**config.mk**
```make
export PLATFORM = sky130hd
export DESIGN_NAME = csb_cmd_ctrl
export DESIGN_NICKNAME = d
export VERILOG_FILES = /design/src/shared/csb_pkg.sv /design/src/core/csb_tick_div.sv /design/src/core/csb_grant_timer.sv /design/src/core/csb_cmd_ctrl.sv
export SDC_FILE = /design/constraint.sdc
export NUM_CORES = 1
export LEC_CHECK = 0
export ABC_CLOCK_PERIOD_IN_PS = 1500
export BUFFER_PORTS_ARGS = -buffer_cell sky130_fd_sc_hd__buf_2
export CAP_MARGIN = 20
export CORE_MARGIN = 4
export CORE_UTILIZATION = 33
export CTS_BUF_LIST = sky130_fd_sc_hd__clkbuf_4
export CTS_CLUSTER_SIZE = 40
export DETAILED_ROUTE_END_ITERATION = 10
export HOLD_SLACK_MARGIN = 0.05
export SLEW_MARGIN = 20
export SYNTH_ARGS = -nofsm -noshare
export SYNTH_HDL_FRONTEND = slang
export SYNTH_SLANG_ARGS = --single-unit
```
**constraint.sdc**
```tcl
create_clock -name clock -period 1.5 [get_ports clock]
set_input_delay 0.15 -clock clock [delete_from_list [all_inputs] [get_ports clock]]
set_output_delay 0.15 -clock clock [all_outputs]
set_load 0.01 [all_outputs]
```
**src/shared/csb_pkg.sv**
```systemverilog
// constants, types and helpers shared by the bus command controller design
// assumes one 40 MHz clock and a synchronous active-high reset
`default_nettype none

package csb_pkg;

	// clock and timing
	localparam int CSB_CLK_PERIOD_NS = 25;
	localparam int CSB_GRANT_MIN_NS = 110;
	localparam int CSB_GRANT_MAX_NS = 250;
	// least time rounds up and is never below one cycle, longest rounds down
	localparam int CSB_GRANT_MIN_CYC_RAW = (CSB_GRANT_MIN_NS + CSB_CLK_PERIOD_NS - 1) / CSB_CLK_PERIOD_NS;
	localparam int CSB_GRANT_MIN_CYC = (CSB_GRANT_MIN_CYC_RAW < 1) ? 1 : CSB_GRANT_MIN_CYC_RAW;
	localparam int CSB_GRANT_MAX_CYC = CSB_GRANT_MAX_NS / CSB_CLK_PERIOD_NS;
	localparam int CSB_PROC_DIV = 5;

	// register map
	localparam int CSB_ADDR_W = 8;
	localparam int CSB_DATA_W = 32;
	localparam logic [7:0] CSB_ADDR_CTRL = 8'h00;
	localparam logic [7:0] CSB_ADDR_STATUS = 8'h04;
	localparam logic [7:0] CSB_ADDR_COUNT = 8'h08;
	localparam int CSB_CTRL_SW_EN_BIT = 0;
	localparam int CSB_CTRL_MCE_MASK_BIT = 1;
	localparam logic [1:0] CSB_CTRL_RESET = 2'h3;
	localparam int CSB_STAT_CODE_LSB = 0;
	localparam int CSB_STAT_STATE_LSB = 3;
	localparam int CSB_STAT_STRAP_BIT = 5;
	localparam int CSB_STAT_GRANT_BIT = 6;
	localparam int CSB_STAT_BUSY_BIT = 7;
	localparam int CSB_COUNT_W = 16;

	// processor status codes
	localparam logic [2:0] CSB_ST_IRQ_ACK = 3'h0;
	localparam logic [2:0] CSB_ST_IO_RD = 3'h1;
	localparam logic [2:0] CSB_ST_IO_WR = 3'h2;
	localparam logic [2:0] CSB_ST_HALT = 3'h3;
	localparam logic [2:0] CSB_ST_CODE_RD = 3'h4;
	localparam logic [2:0] CSB_ST_MEM_RD = 3'h5;
	localparam logic [2:0] CSB_ST_MEM_WR = 3'h6;
	localparam logic [2:0] CSB_ST_PASSIVE = 3'h7;

	typedef enum logic [2:0] {
		CSB_CMD_NONE = 3'h0,
		CSB_CMD_IRQ_ACK = 3'h1,
		CSB_CMD_IO_RD = 3'h2,
		CSB_CMD_IO_WR = 3'h3,
		CSB_CMD_MEM_RD = 3'h4,
		CSB_CMD_MEM_WR = 3'h5
	} csb_cmd_t;

	// gray codes along idle, address, early, late
	typedef enum logic [1:0] {
		CSB_IDLE = 2'h0,
		CSB_ADDR = 2'h1,
		CSB_EARLY = 2'h3,
		CSB_LATE = 2'h2
	} csb_state_t;

	function automatic csb_cmd_t csb_decode(input logic [2:0] code);
		csb_cmd_t cmd;
		cmd = CSB_CMD_NONE;
		case (code)
			CSB_ST_IRQ_ACK: cmd = CSB_CMD_IRQ_ACK;
			CSB_ST_IO_RD: cmd = CSB_CMD_IO_RD;
			CSB_ST_IO_WR: cmd = CSB_CMD_IO_WR;
			CSB_ST_CODE_RD, CSB_ST_MEM_RD: cmd = CSB_CMD_MEM_RD;
			CSB_ST_MEM_WR: cmd = CSB_CMD_MEM_WR;
			default: cmd = CSB_CMD_NONE;
		endcase
		return cmd;
	endfunction : csb_decode

	function automatic logic csb_is_io(input csb_cmd_t cmd);
		return (cmd == CSB_CMD_IRQ_ACK) || (cmd == CSB_CMD_IO_RD) || (cmd == CSB_CMD_IO_WR);
	endfunction : csb_is_io

endpackage : csb_pkg

`default_nettype wire

```
**src/core/csb_tick_div.sv**
```systemverilog
// divides the system clock into a one-cycle processor-state enable
// assumes one clock; tick is high for exactly one cycle in every DIV
`default_nettype none

module csb_tick_div
	import csb_pkg::*;
#(
	parameter int DIV = CSB_PROC_DIV
) (
	input wire logic clock,
	input wire logic rst,
	output logic tick
);

	localparam int CW = $clog2(DIV + 1);
	localparam logic [CW-1:0] LAST = CW'(DIV - 1);

	logic [CW-1:0] count_reg;

	always_ff @(posedge clock) begin
		if (rst) begin
			count_reg <= '0;
		end else if (count_reg == LAST) begin
			count_reg <= '0;
		end else begin
			count_reg <= count_reg + CW'(1);
		end
	end

	always_ff @(posedge clock) begin
		if (rst) begin
			tick <= 1'b0;
		end else begin
			tick <= (count_reg == LAST);
		end
	end

endmodule : csb_tick_div

`default_nettype wire

```
**src/core/csb_grant_timer.sv**
```systemverilog
// measures how long the arbiter grant has been held low
// assumes grant is synchronous; ready drops in the same cycle grant goes high
`default_nettype none

module csb_grant_timer
	import csb_pkg::*;
#(
	parameter int MIN_CYC = CSB_GRANT_MIN_CYC
) (
	input wire logic clock,
	input wire logic rst,
	input wire logic arbiterGrant_n,
	output logic ready
);

	localparam int CW = $clog2(MIN_CYC + 1);
	localparam logic [CW-1:0] DONE = CW'(MIN_CYC);

	logic [CW-1:0] count_reg;

	// saturating count; restarts whenever the grant is withdrawn
	always_ff @(posedge clock) begin
		if (rst || arbiterGrant_n) begin
			count_reg <= '0;
		end else if (count_reg != DONE) begin
			count_reg <= count_reg + CW'(1);
		end
	end

	// combinational release so drivers float at once
	assign ready = !arbiterGrant_n && (count_reg == DONE);

endmodule : csb_grant_timer

`default_nettype wire

```
**src/core/csb_cmd_ctrl.sv**
```systemverilog
// bus command controller: status decode, command strobes, latch and transceiver control
// assumes status, grant, gate and strap are synchronous to clock; registers on a plain strobe port
//
// Contract
// - passive status keeps every command strobe high.
// - strobes and controls come from the three status inputs at machine-cycle points.
// - all command and control timing comes from the clock input.
// - address latch strobe is active high; latching on its falling edge.
// - transceiver enable is active high while data moves.
// - direction high for writes, low for reads.
// - commands enabled 110 to 250 ns after grant goes low.
// - grant going high floats command drivers at once.
// - io-bus mode ignores grant for io command lines.
// - command gate low forces commands and both data enables inactive.
// - strap high selects io-bus mode, low selects system-bus mode.
// - early io write is active low with read timing, before io write.
// - io write strobe is active low.
// - io read strobe is active low.
// - status code table maps to interrupt ack, io, halt, memory, passive.
// - memory read, memory writes and interrupt ack are active low; early write uses read timing.
// - dual output is cascade enable in system mode, peripheral enable low in io mode.
// - system mode makes memory and io commands wait for the grant.
//
// The address map and strobed register access are this design's own decisions.
`default_nettype none

module csb_cmd_ctrl
	import csb_pkg::*;
#(
	parameter int PROC_DIV = CSB_PROC_DIV,
	parameter int GRANT_MIN_CYC = CSB_GRANT_MIN_CYC
) (
	input wire logic clock,
	input wire logic rst,
	input wire logic statusInBit0,
	input wire logic statusInBit1,
	input wire logic statusInBit2,
	input wire logic arbiterGrant_n,
	input wire logic cmdGate,
	input wire logic ioBusStrap,
	output logic addrLatchStrobe,
	output logic xcvrEnable,
	output logic xferDirection,
	output logic cascadeOrPeriphEnable,
	output logic irqAck_n,
	output logic ioRead_n,
	output logic ioWrite_n,
	output logic earlyIoWrite_n,
	output logic memRead_n,
	output logic memWrite_n,
	output logic earlyMemWrite_n,
	output logic ioCmdOe_n,
	output logic memCmdOe_n,
	input wire logic [CSB_ADDR_W-1:0] regAddr,
	input wire logic [CSB_DATA_W-1:0] regWdata,
	input wire logic regWr,
	input wire logic regRd,
	output logic [CSB_DATA_W-1:0] regRdata
);

	logic procTick;
	logic grantReady;
	logic [2:0] statusCode;
	csb_cmd_t statusCmd;
	csb_state_t state_reg;
	csb_state_t state_next;
	csb_cmd_t cmd_reg;
	logic [2:0] code_reg;
	logic ioMode_reg;
	logic swEnable_reg;
	logic mceMaskFirst_reg;
	logic intaSecond_reg;
	logic [CSB_COUNT_W-1:0] cmdCount_reg;
	logic cycleActive;
	logic cmdPhase;
	logic latePhase;
	logic ioCycle;
	logic ioFree;
	logic cmdAllowed;
	logic gateOn;

	// processor state rate, one enable pulse per processor clock
	csb_tick_div #(
		.DIV(PROC_DIV)
	) u_div (
		.clock(clock),
		.rst(rst),
		.tick(procTick)
	);

	csb_grant_timer #(
		.MIN_CYC(GRANT_MIN_CYC)
	) u_grant (
		.clock(clock),
		.rst(rst),
		.arbiterGrant_n(arbiterGrant_n),
		.ready(grantReady)
	);

	assign statusCode = {statusInBit2, statusInBit1, statusInBit0};
	assign statusCmd = csb_decode(statusCode);

	// strap only changes the mode register between cycles; the dual output follows the strap directly, even mid-cycle
	always_ff @(posedge clock) begin
		if (rst) begin
			ioMode_reg <= 1'b0;
		end else if (state_reg == CSB_IDLE) begin
			ioMode_reg <= ioBusStrap;
		end
	end

	// machine cycle sequencer, advanced only on processor ticks
	always_comb begin
		state_next = state_reg;
		case (state_reg)
			CSB_IDLE: begin
				if (procTick && statusCmd != CSB_CMD_NONE) begin
					state_next = CSB_ADDR;
				end
			end
			CSB_ADDR: begin
				if (procTick) begin
					state_next = CSB_EARLY;
				end
			end
			CSB_EARLY: begin
				if (procTick) begin
					state_next = (statusCode == CSB_ST_PASSIVE) ? CSB_IDLE : CSB_LATE;
				end
			end
			CSB_LATE: begin
				if (procTick && statusCode == CSB_ST_PASSIVE) begin
					state_next = CSB_IDLE;
				end
			end
			default: state_next = CSB_IDLE;
		endcase
	end

	always_ff @(posedge clock) begin
		if (rst) begin
			state_reg <= CSB_IDLE;
		end else begin
			state_reg <= state_next;
		end
	end

	// halt and passive start no cycle; the command is frozen for the whole cycle
	always_ff @(posedge clock) begin
		if (rst) begin
			cmd_reg <= CSB_CMD_NONE;
			code_reg <= CSB_ST_PASSIVE;
		end else if (state_reg == CSB_IDLE && state_next == CSB_ADDR) begin
			cmd_reg <= statusCmd;
			code_reg <= statusCode;
		end
	end

	// interrupt acknowledges come in pairs; the first carries no data
	always_ff @(posedge clock) begin
		if (rst) begin
			intaSecond_reg <= 1'b0;
		end else if (state_reg == CSB_IDLE && state_next == CSB_ADDR) begin
			if (statusCmd == CSB_CMD_IRQ_ACK) begin
				intaSecond_reg <= (cmd_reg == CSB_CMD_IRQ_ACK) && !intaSecond_reg;
			end else begin
				intaSecond_reg <= 1'b0;
			end
		end
	end

	assign cycleActive = (state_reg != CSB_IDLE);
	assign cmdPhase = (state_reg == CSB_EARLY) || (state_reg == CSB_LATE);
	assign latePhase = (state_reg == CSB_LATE);
	assign ioCycle = csb_is_io(cmd_reg);
	assign ioFree = ioMode_reg && ioCycle;
	assign gateOn = cmdGate && swEnable_reg;
	// system mode holds every command until the arbiter grant has settled
	assign cmdAllowed = gateOn && (ioFree || grantReady);

	// address latch strobe high for the address state; the falling edge latches
	always_ff @(posedge clock) begin
		if (rst) begin
			addrLatchStrobe <= 1'b0;
		end else begin
			addrLatchStrobe <= (state_next == CSB_ADDR);
		end
	end

	// direction set from the start of the cycle so transceivers turn before data
	always_ff @(posedge clock) begin
		if (rst) begin
			xferDirection <= 1'b0;
		end else if (state_next == CSB_ADDR) begin
			xferDirection <= (statusCmd == CSB_CMD_IO_WR) || (statusCmd == CSB_CMD_MEM_WR);
		end else if (state_next == CSB_IDLE) begin
			xferDirection <= 1'b0;
		end
	end

	// system transceiver; io-bus cycles in io mode use the peripheral enable instead
	always_ff @(posedge clock) begin
		if (rst) begin
			xcvrEnable <= 1'b0;
		end else begin
			xcvrEnable <= (state_next == CSB_EARLY || state_next == CSB_LATE) && gateOn && !ioFree;
		end
	end

	// dual output: cascade enable high in system mode, peripheral enable low in io mode
	always_ff @(posedge clock) begin
		if (rst) begin
			cascadeOrPeriphEnable <= 1'b0;
		end else if (ioBusStrap) begin
			cascadeOrPeriphEnable <= !((state_next == CSB_EARLY || state_next == CSB_LATE) && gateOn && ioFree);
		end else begin
			cascadeOrPeriphEnable <= (state_next == CSB_ADDR || state_next == CSB_EARLY) && gateOn
				&& (state_reg == CSB_IDLE ? statusCmd : cmd_reg) == CSB_CMD_IRQ_ACK
				&& (!mceMaskFirst_reg || (state_reg == CSB_IDLE
				? (cmd_reg == CSB_CMD_IRQ_ACK && !intaSecond_reg) : intaSecond_reg));
		end
	end

	// read-type strobes and the early writes share the early phase
	always_ff @(posedge clock) begin
		if (rst) begin
			irqAck_n <= 1'b1;
			ioRead_n <= 1'b1;
			earlyIoWrite_n <= 1'b1;
			memRead_n <= 1'b1;
			earlyMemWrite_n <= 1'b1;
		end else if (!cmdPhase || !cmdAllowed || state_next == CSB_IDLE) begin
			irqAck_n <= 1'b1;
			ioRead_n <= 1'b1;
			earlyIoWrite_n <= 1'b1;
			memRead_n <= 1'b1;
			earlyMemWrite_n <= 1'b1;
		end else begin
			irqAck_n <= !(cmd_reg == CSB_CMD_IRQ_ACK);
			ioRead_n <= !(cmd_reg == CSB_CMD_IO_RD);
			earlyIoWrite_n <= !(cmd_reg == CSB_CMD_IO_WR);
			memRead_n <= !(cmd_reg == CSB_CMD_MEM_RD);
			earlyMemWrite_n <= !(cmd_reg == CSB_CMD_MEM_WR);
		end
	end

	// ordinary writes wait for the late phase so write data is already on the bus
	always_ff @(posedge clock) begin
		if (rst) begin
			ioWrite_n <= 1'b1;
			memWrite_n <= 1'b1;
		end else if (!latePhase || !cmdAllowed || state_next == CSB_IDLE) begin
			ioWrite_n <= 1'b1;
			memWrite_n <= 1'b1;
		end else begin
			ioWrite_n <= !(cmd_reg == CSB_CMD_IO_WR);
			memWrite_n <= !(cmd_reg == CSB_CMD_MEM_WR);
		end
	end

	// memory driver enable, and the io one in system mode, react in the same cycle the grant is withdrawn
	assign ioCmdOe_n = !(ioMode_reg || grantReady);
	assign memCmdOe_n = !grantReady;

	// machine cycles, counted once per cycle on entry to the early phase, even when gate or grant holds the strobes off
	always_ff @(posedge clock) begin
		if (rst) begin
			cmdCount_reg <= '0;
		end else if (state_reg == CSB_ADDR && procTick) begin
			cmdCount_reg <= cmdCount_reg + CSB_COUNT_W'(1);
		end
	end

	// control register
	always_ff @(posedge clock) begin
		if (rst) begin
			swEnable_reg <= CSB_CTRL_RESET[CSB_CTRL_SW_EN_BIT];
			mceMaskFirst_reg <= CSB_CTRL_RESET[CSB_CTRL_MCE_MASK_BIT];
		end else if (regWr && regAddr == CSB_ADDR_CTRL) begin
			swEnable_reg <= regWdata[CSB_CTRL_SW_EN_BIT];
			mceMaskFirst_reg <= regWdata[CSB_CTRL_MCE_MASK_BIT];
		end
	end

	// read data stand for one cycle only; unmapped reads return zero
	always_ff @(posedge clock) begin
		if (rst) begin
			regRdata <= '0;
		end else if (!regRd) begin
			regRdata <= '0;
		end else if (regAddr == CSB_ADDR_CTRL) begin
			regRdata <= {{(CSB_DATA_W-2){1'b0}}, mceMaskFirst_reg, swEnable_reg};
		end else if (regAddr == CSB_ADDR_STATUS) begin
			regRdata <= {{(CSB_DATA_W-8){1'b0}}, cycleActive, grantReady, ioMode_reg, state_reg, code_reg};
		end else if (regAddr == CSB_ADDR_COUNT) begin
			regRdata <= {{(CSB_DATA_W-CSB_COUNT_W){1'b0}}, cmdCount_reg};
		end else begin
			regRdata <= '0;
		end
	end

endmodule : csb_cmd_ctrl

`default_nettype wire

```
==> flow_summary.toml <==
[sta]
hold_ws_ps = 83.5
final.period_utilization_pct = 102
min_period_ps = 1530
setup_viol = 4
fmax_mhz = 654
fin_skew_ps = 16.5
tightest_slew_ps = 573
hold_violations = 0
worst_slack_ps = -28.2
slew_headroom_pct = 60.8
slew_violations = 0
rsz0062_at_grt = "yes"

[worst_setup_path]
path_class = "input pin to register"
critPathMaxStageDelay_ps = 530
crit_arrival_ps = 1830
crit_fanout = 6
crit_slowest_cell = "dlygate4sd3_1"
cp.depth = 6
cp.required_ps = 1810
endpoint_kind = "register"
ff2ff_path_depth = 5
cp_cell_sequence = "dlygate4sd3_1, buf_2, or3_1, nor4_2, a211oi_2, o41ai_2"
start_kind = "input pin"
timing.critical_path.buf_inv = 2
path_delay_family = "buffers and inverters"

[min_path]
hp-class = "input pin to register"
hold_depth = 3

[floorplanning]
die_x_um = 98.1
initial_core_util_pct = 34.3
die_area_um2 = 9620
core_um2 = 7810
rows = 32
io_pins = 95
die_h_um = 98.1

[synthesis]
yosys-top-cells-count = "62 x dfxtp_1, 38 x nor2_1, 17 x buf_4, 14 x nand2_1, 13 x a21oi_1"
yosysMostFrequentCell = "dfxtp_1"
synth-edff-count = 0
synth_area_um2 = 2680
synthArstFlopShare_pct = 0
yosysWarningCount = 0
syn_inst = 290
avgSynthCellArea_um2 = 9.24
synth_cell_types = 51
ys_seq_area_share_pct = 46.3
synth.top_cell.area_share_pct = 46.3
ys_dominant_reg_cell = "dfxtp_1"
synth-seq-cells = 62
synth_top_cell_by_area = "dfxtp_1"
ys_top_cells_by_area = "dfxtp_1 46%, nor2_1 5.3%, buf_4 4.8%"

[global_routing]
grt_pass1_wl_mm = 10.4
grt_use_met1_pct = 17.2
use_met3_pct = 3.86
grt_pass1_vias = 2278
groute.usage.overall_pct = 13.4
grt_busiest_layer = "met2"
met2_usage_pct = 21.5
grt-ovfl-total = 0
antenna_found_initial = 0
grt_max_degree = 21

[clocking]
clockBufferDepth = 2
clk_latency_ps = 400
root_buffer = "clkbuf_4"
cts_sinks = 62
cts_buffers = 9
cts.clk_slew.worst_paths_ps = 100
ctsHtreeMaxLevel = 3
cts_tree = "built"

[power_and_ir_drop]
power_density_nw_per_um2 = 782
p_leak_nw = 1.67
peakVddDrop_uv = 331
power_mw = 2.94

[final_layout]
antenna_cells = 0
multiInputGateArea_um2 = 1460
postLayoutCellArea_um2 = 3770
num-fill-cells = 748
drive_gt1_share_pct = 40.4
seq_area_um2 = 1260
nets = 453
fin_util_pct = 48.3
syn_to_final_growth_pct = 40.6

[run_status]
violations = "negative setup slack"
outcome = "complete, but fails checks"

[drt]
wl_per_cell_um = 12.7
routed_wirelength_mm = 6.41
drt_iter0_markers = 89
vias = 2327
ant_nets = 0
viasPerCell = 4.61
firstDrtPassIters = 4
post-route-drc-count = 0

[placed_design]
place_area_um2 = 3270
dpl.hpwl_mm = 4.68
port_buffers = 48
pre_cts_ws_ps = -24.7
gp_congestion = 0.795

[run]
maxCapViolations = 0
==> layout make-up <==
type | instances | share of cell area [%]
clock buffers | 9 | 1.79
flip-flops and latches | 62 | 33.4
repair buffers | 108 | 20.2
well taps | 102 | 3.39
multi-input cells | 206 | 38.7
clock inverters | 7 | 1.46
inverters | 11 | 1.10
==> cell families after synthesis <==
group           after synthesis  synth area share, %
compound gates               41                 9.90
xor+xnor                     11                 3.60
simple gates                126                 26.9
flops                        62                 46.3
mux                           7                 2.90
buf+inv                      37                 7.94
other cells                   1                0.140
fa+ha+maj                     5                 2.34
==> metrics by stage <==
step                      TNS [ps]  cells
after floorplan                  0    305
after detailed placement     -57.9    473
after global routing          -338    505
final                        -65.0    505
after CTS                    -72.3    501
after global placement       -38.1    473
==> placed cells by master, fill, tap and decap left out, types with 6 or more instances in the layout <==
master,count
dfxtp_1,53
clkbuf_4,9
buf_6,13
dlygate4sd3_1,6
inv_1,9
buf_2,46
nor2b_1,10
o21ai_0,8
a21oi_1,8
nand2_1,12
nand3_1,7
dfxtp_2,6
and2_1,12
xnor2_1,6
buf_4,43
conb_1,16
nor2_1,36
nand4_1,7
==> repair_timing <==
action / in CTS / in global routing
hold endpoints to repair: 11 / 0
pin swaps: 9 / 15
hold buffers: 6 / 0
setup buffers: 7 / 4
gates resized for setup: 23 / 36
setup endpoints to repair: 14 / 21
==> path summary, 6_finish.rpt <==
| kind | start | end | slack, ps |
|---|---|---|---|
| worst max-delay path | statusInBit2 | cascadeOrPeriphEnable | -30 |
| worst min-delay path | regWr | swEnable_reg | 80 |
| worst max register to register | state_reg[0] | cascadeOrPeriphEnable | -20 |
| worst min register to register | cmd_reg[0] | ioWrite_n | 440 |
==> layer usage <==
metal	vias up	wire (um)
met5	-	0
met4	0	88
met3	9	403
met2	62	2960
met1	1068	2960
li1	1188	-
==> worst reg2reg max path, delay by kind of cell (launching register included) <==
kind	cells	cell delay, ps
AOI/OAI and AO/OA	3	580
buffers and inverters	1	120
DFF	1	360
and+or+nand+nor	1	360
==> where the power goes <==
part / switching (mW) / leakage, nW / total, mW / internal, mW
logic: 0.114 / 1.09 / 0.209 / 0.0945
clock network: 0.587 / 0.0696 / 1.07 / 0.481
registers: 0.0109 / 0.506 / 1.67 / 1.66
total: 0.713 / 1.67 / 2.94 / 2.23
(Power assumes the default switching activity.)
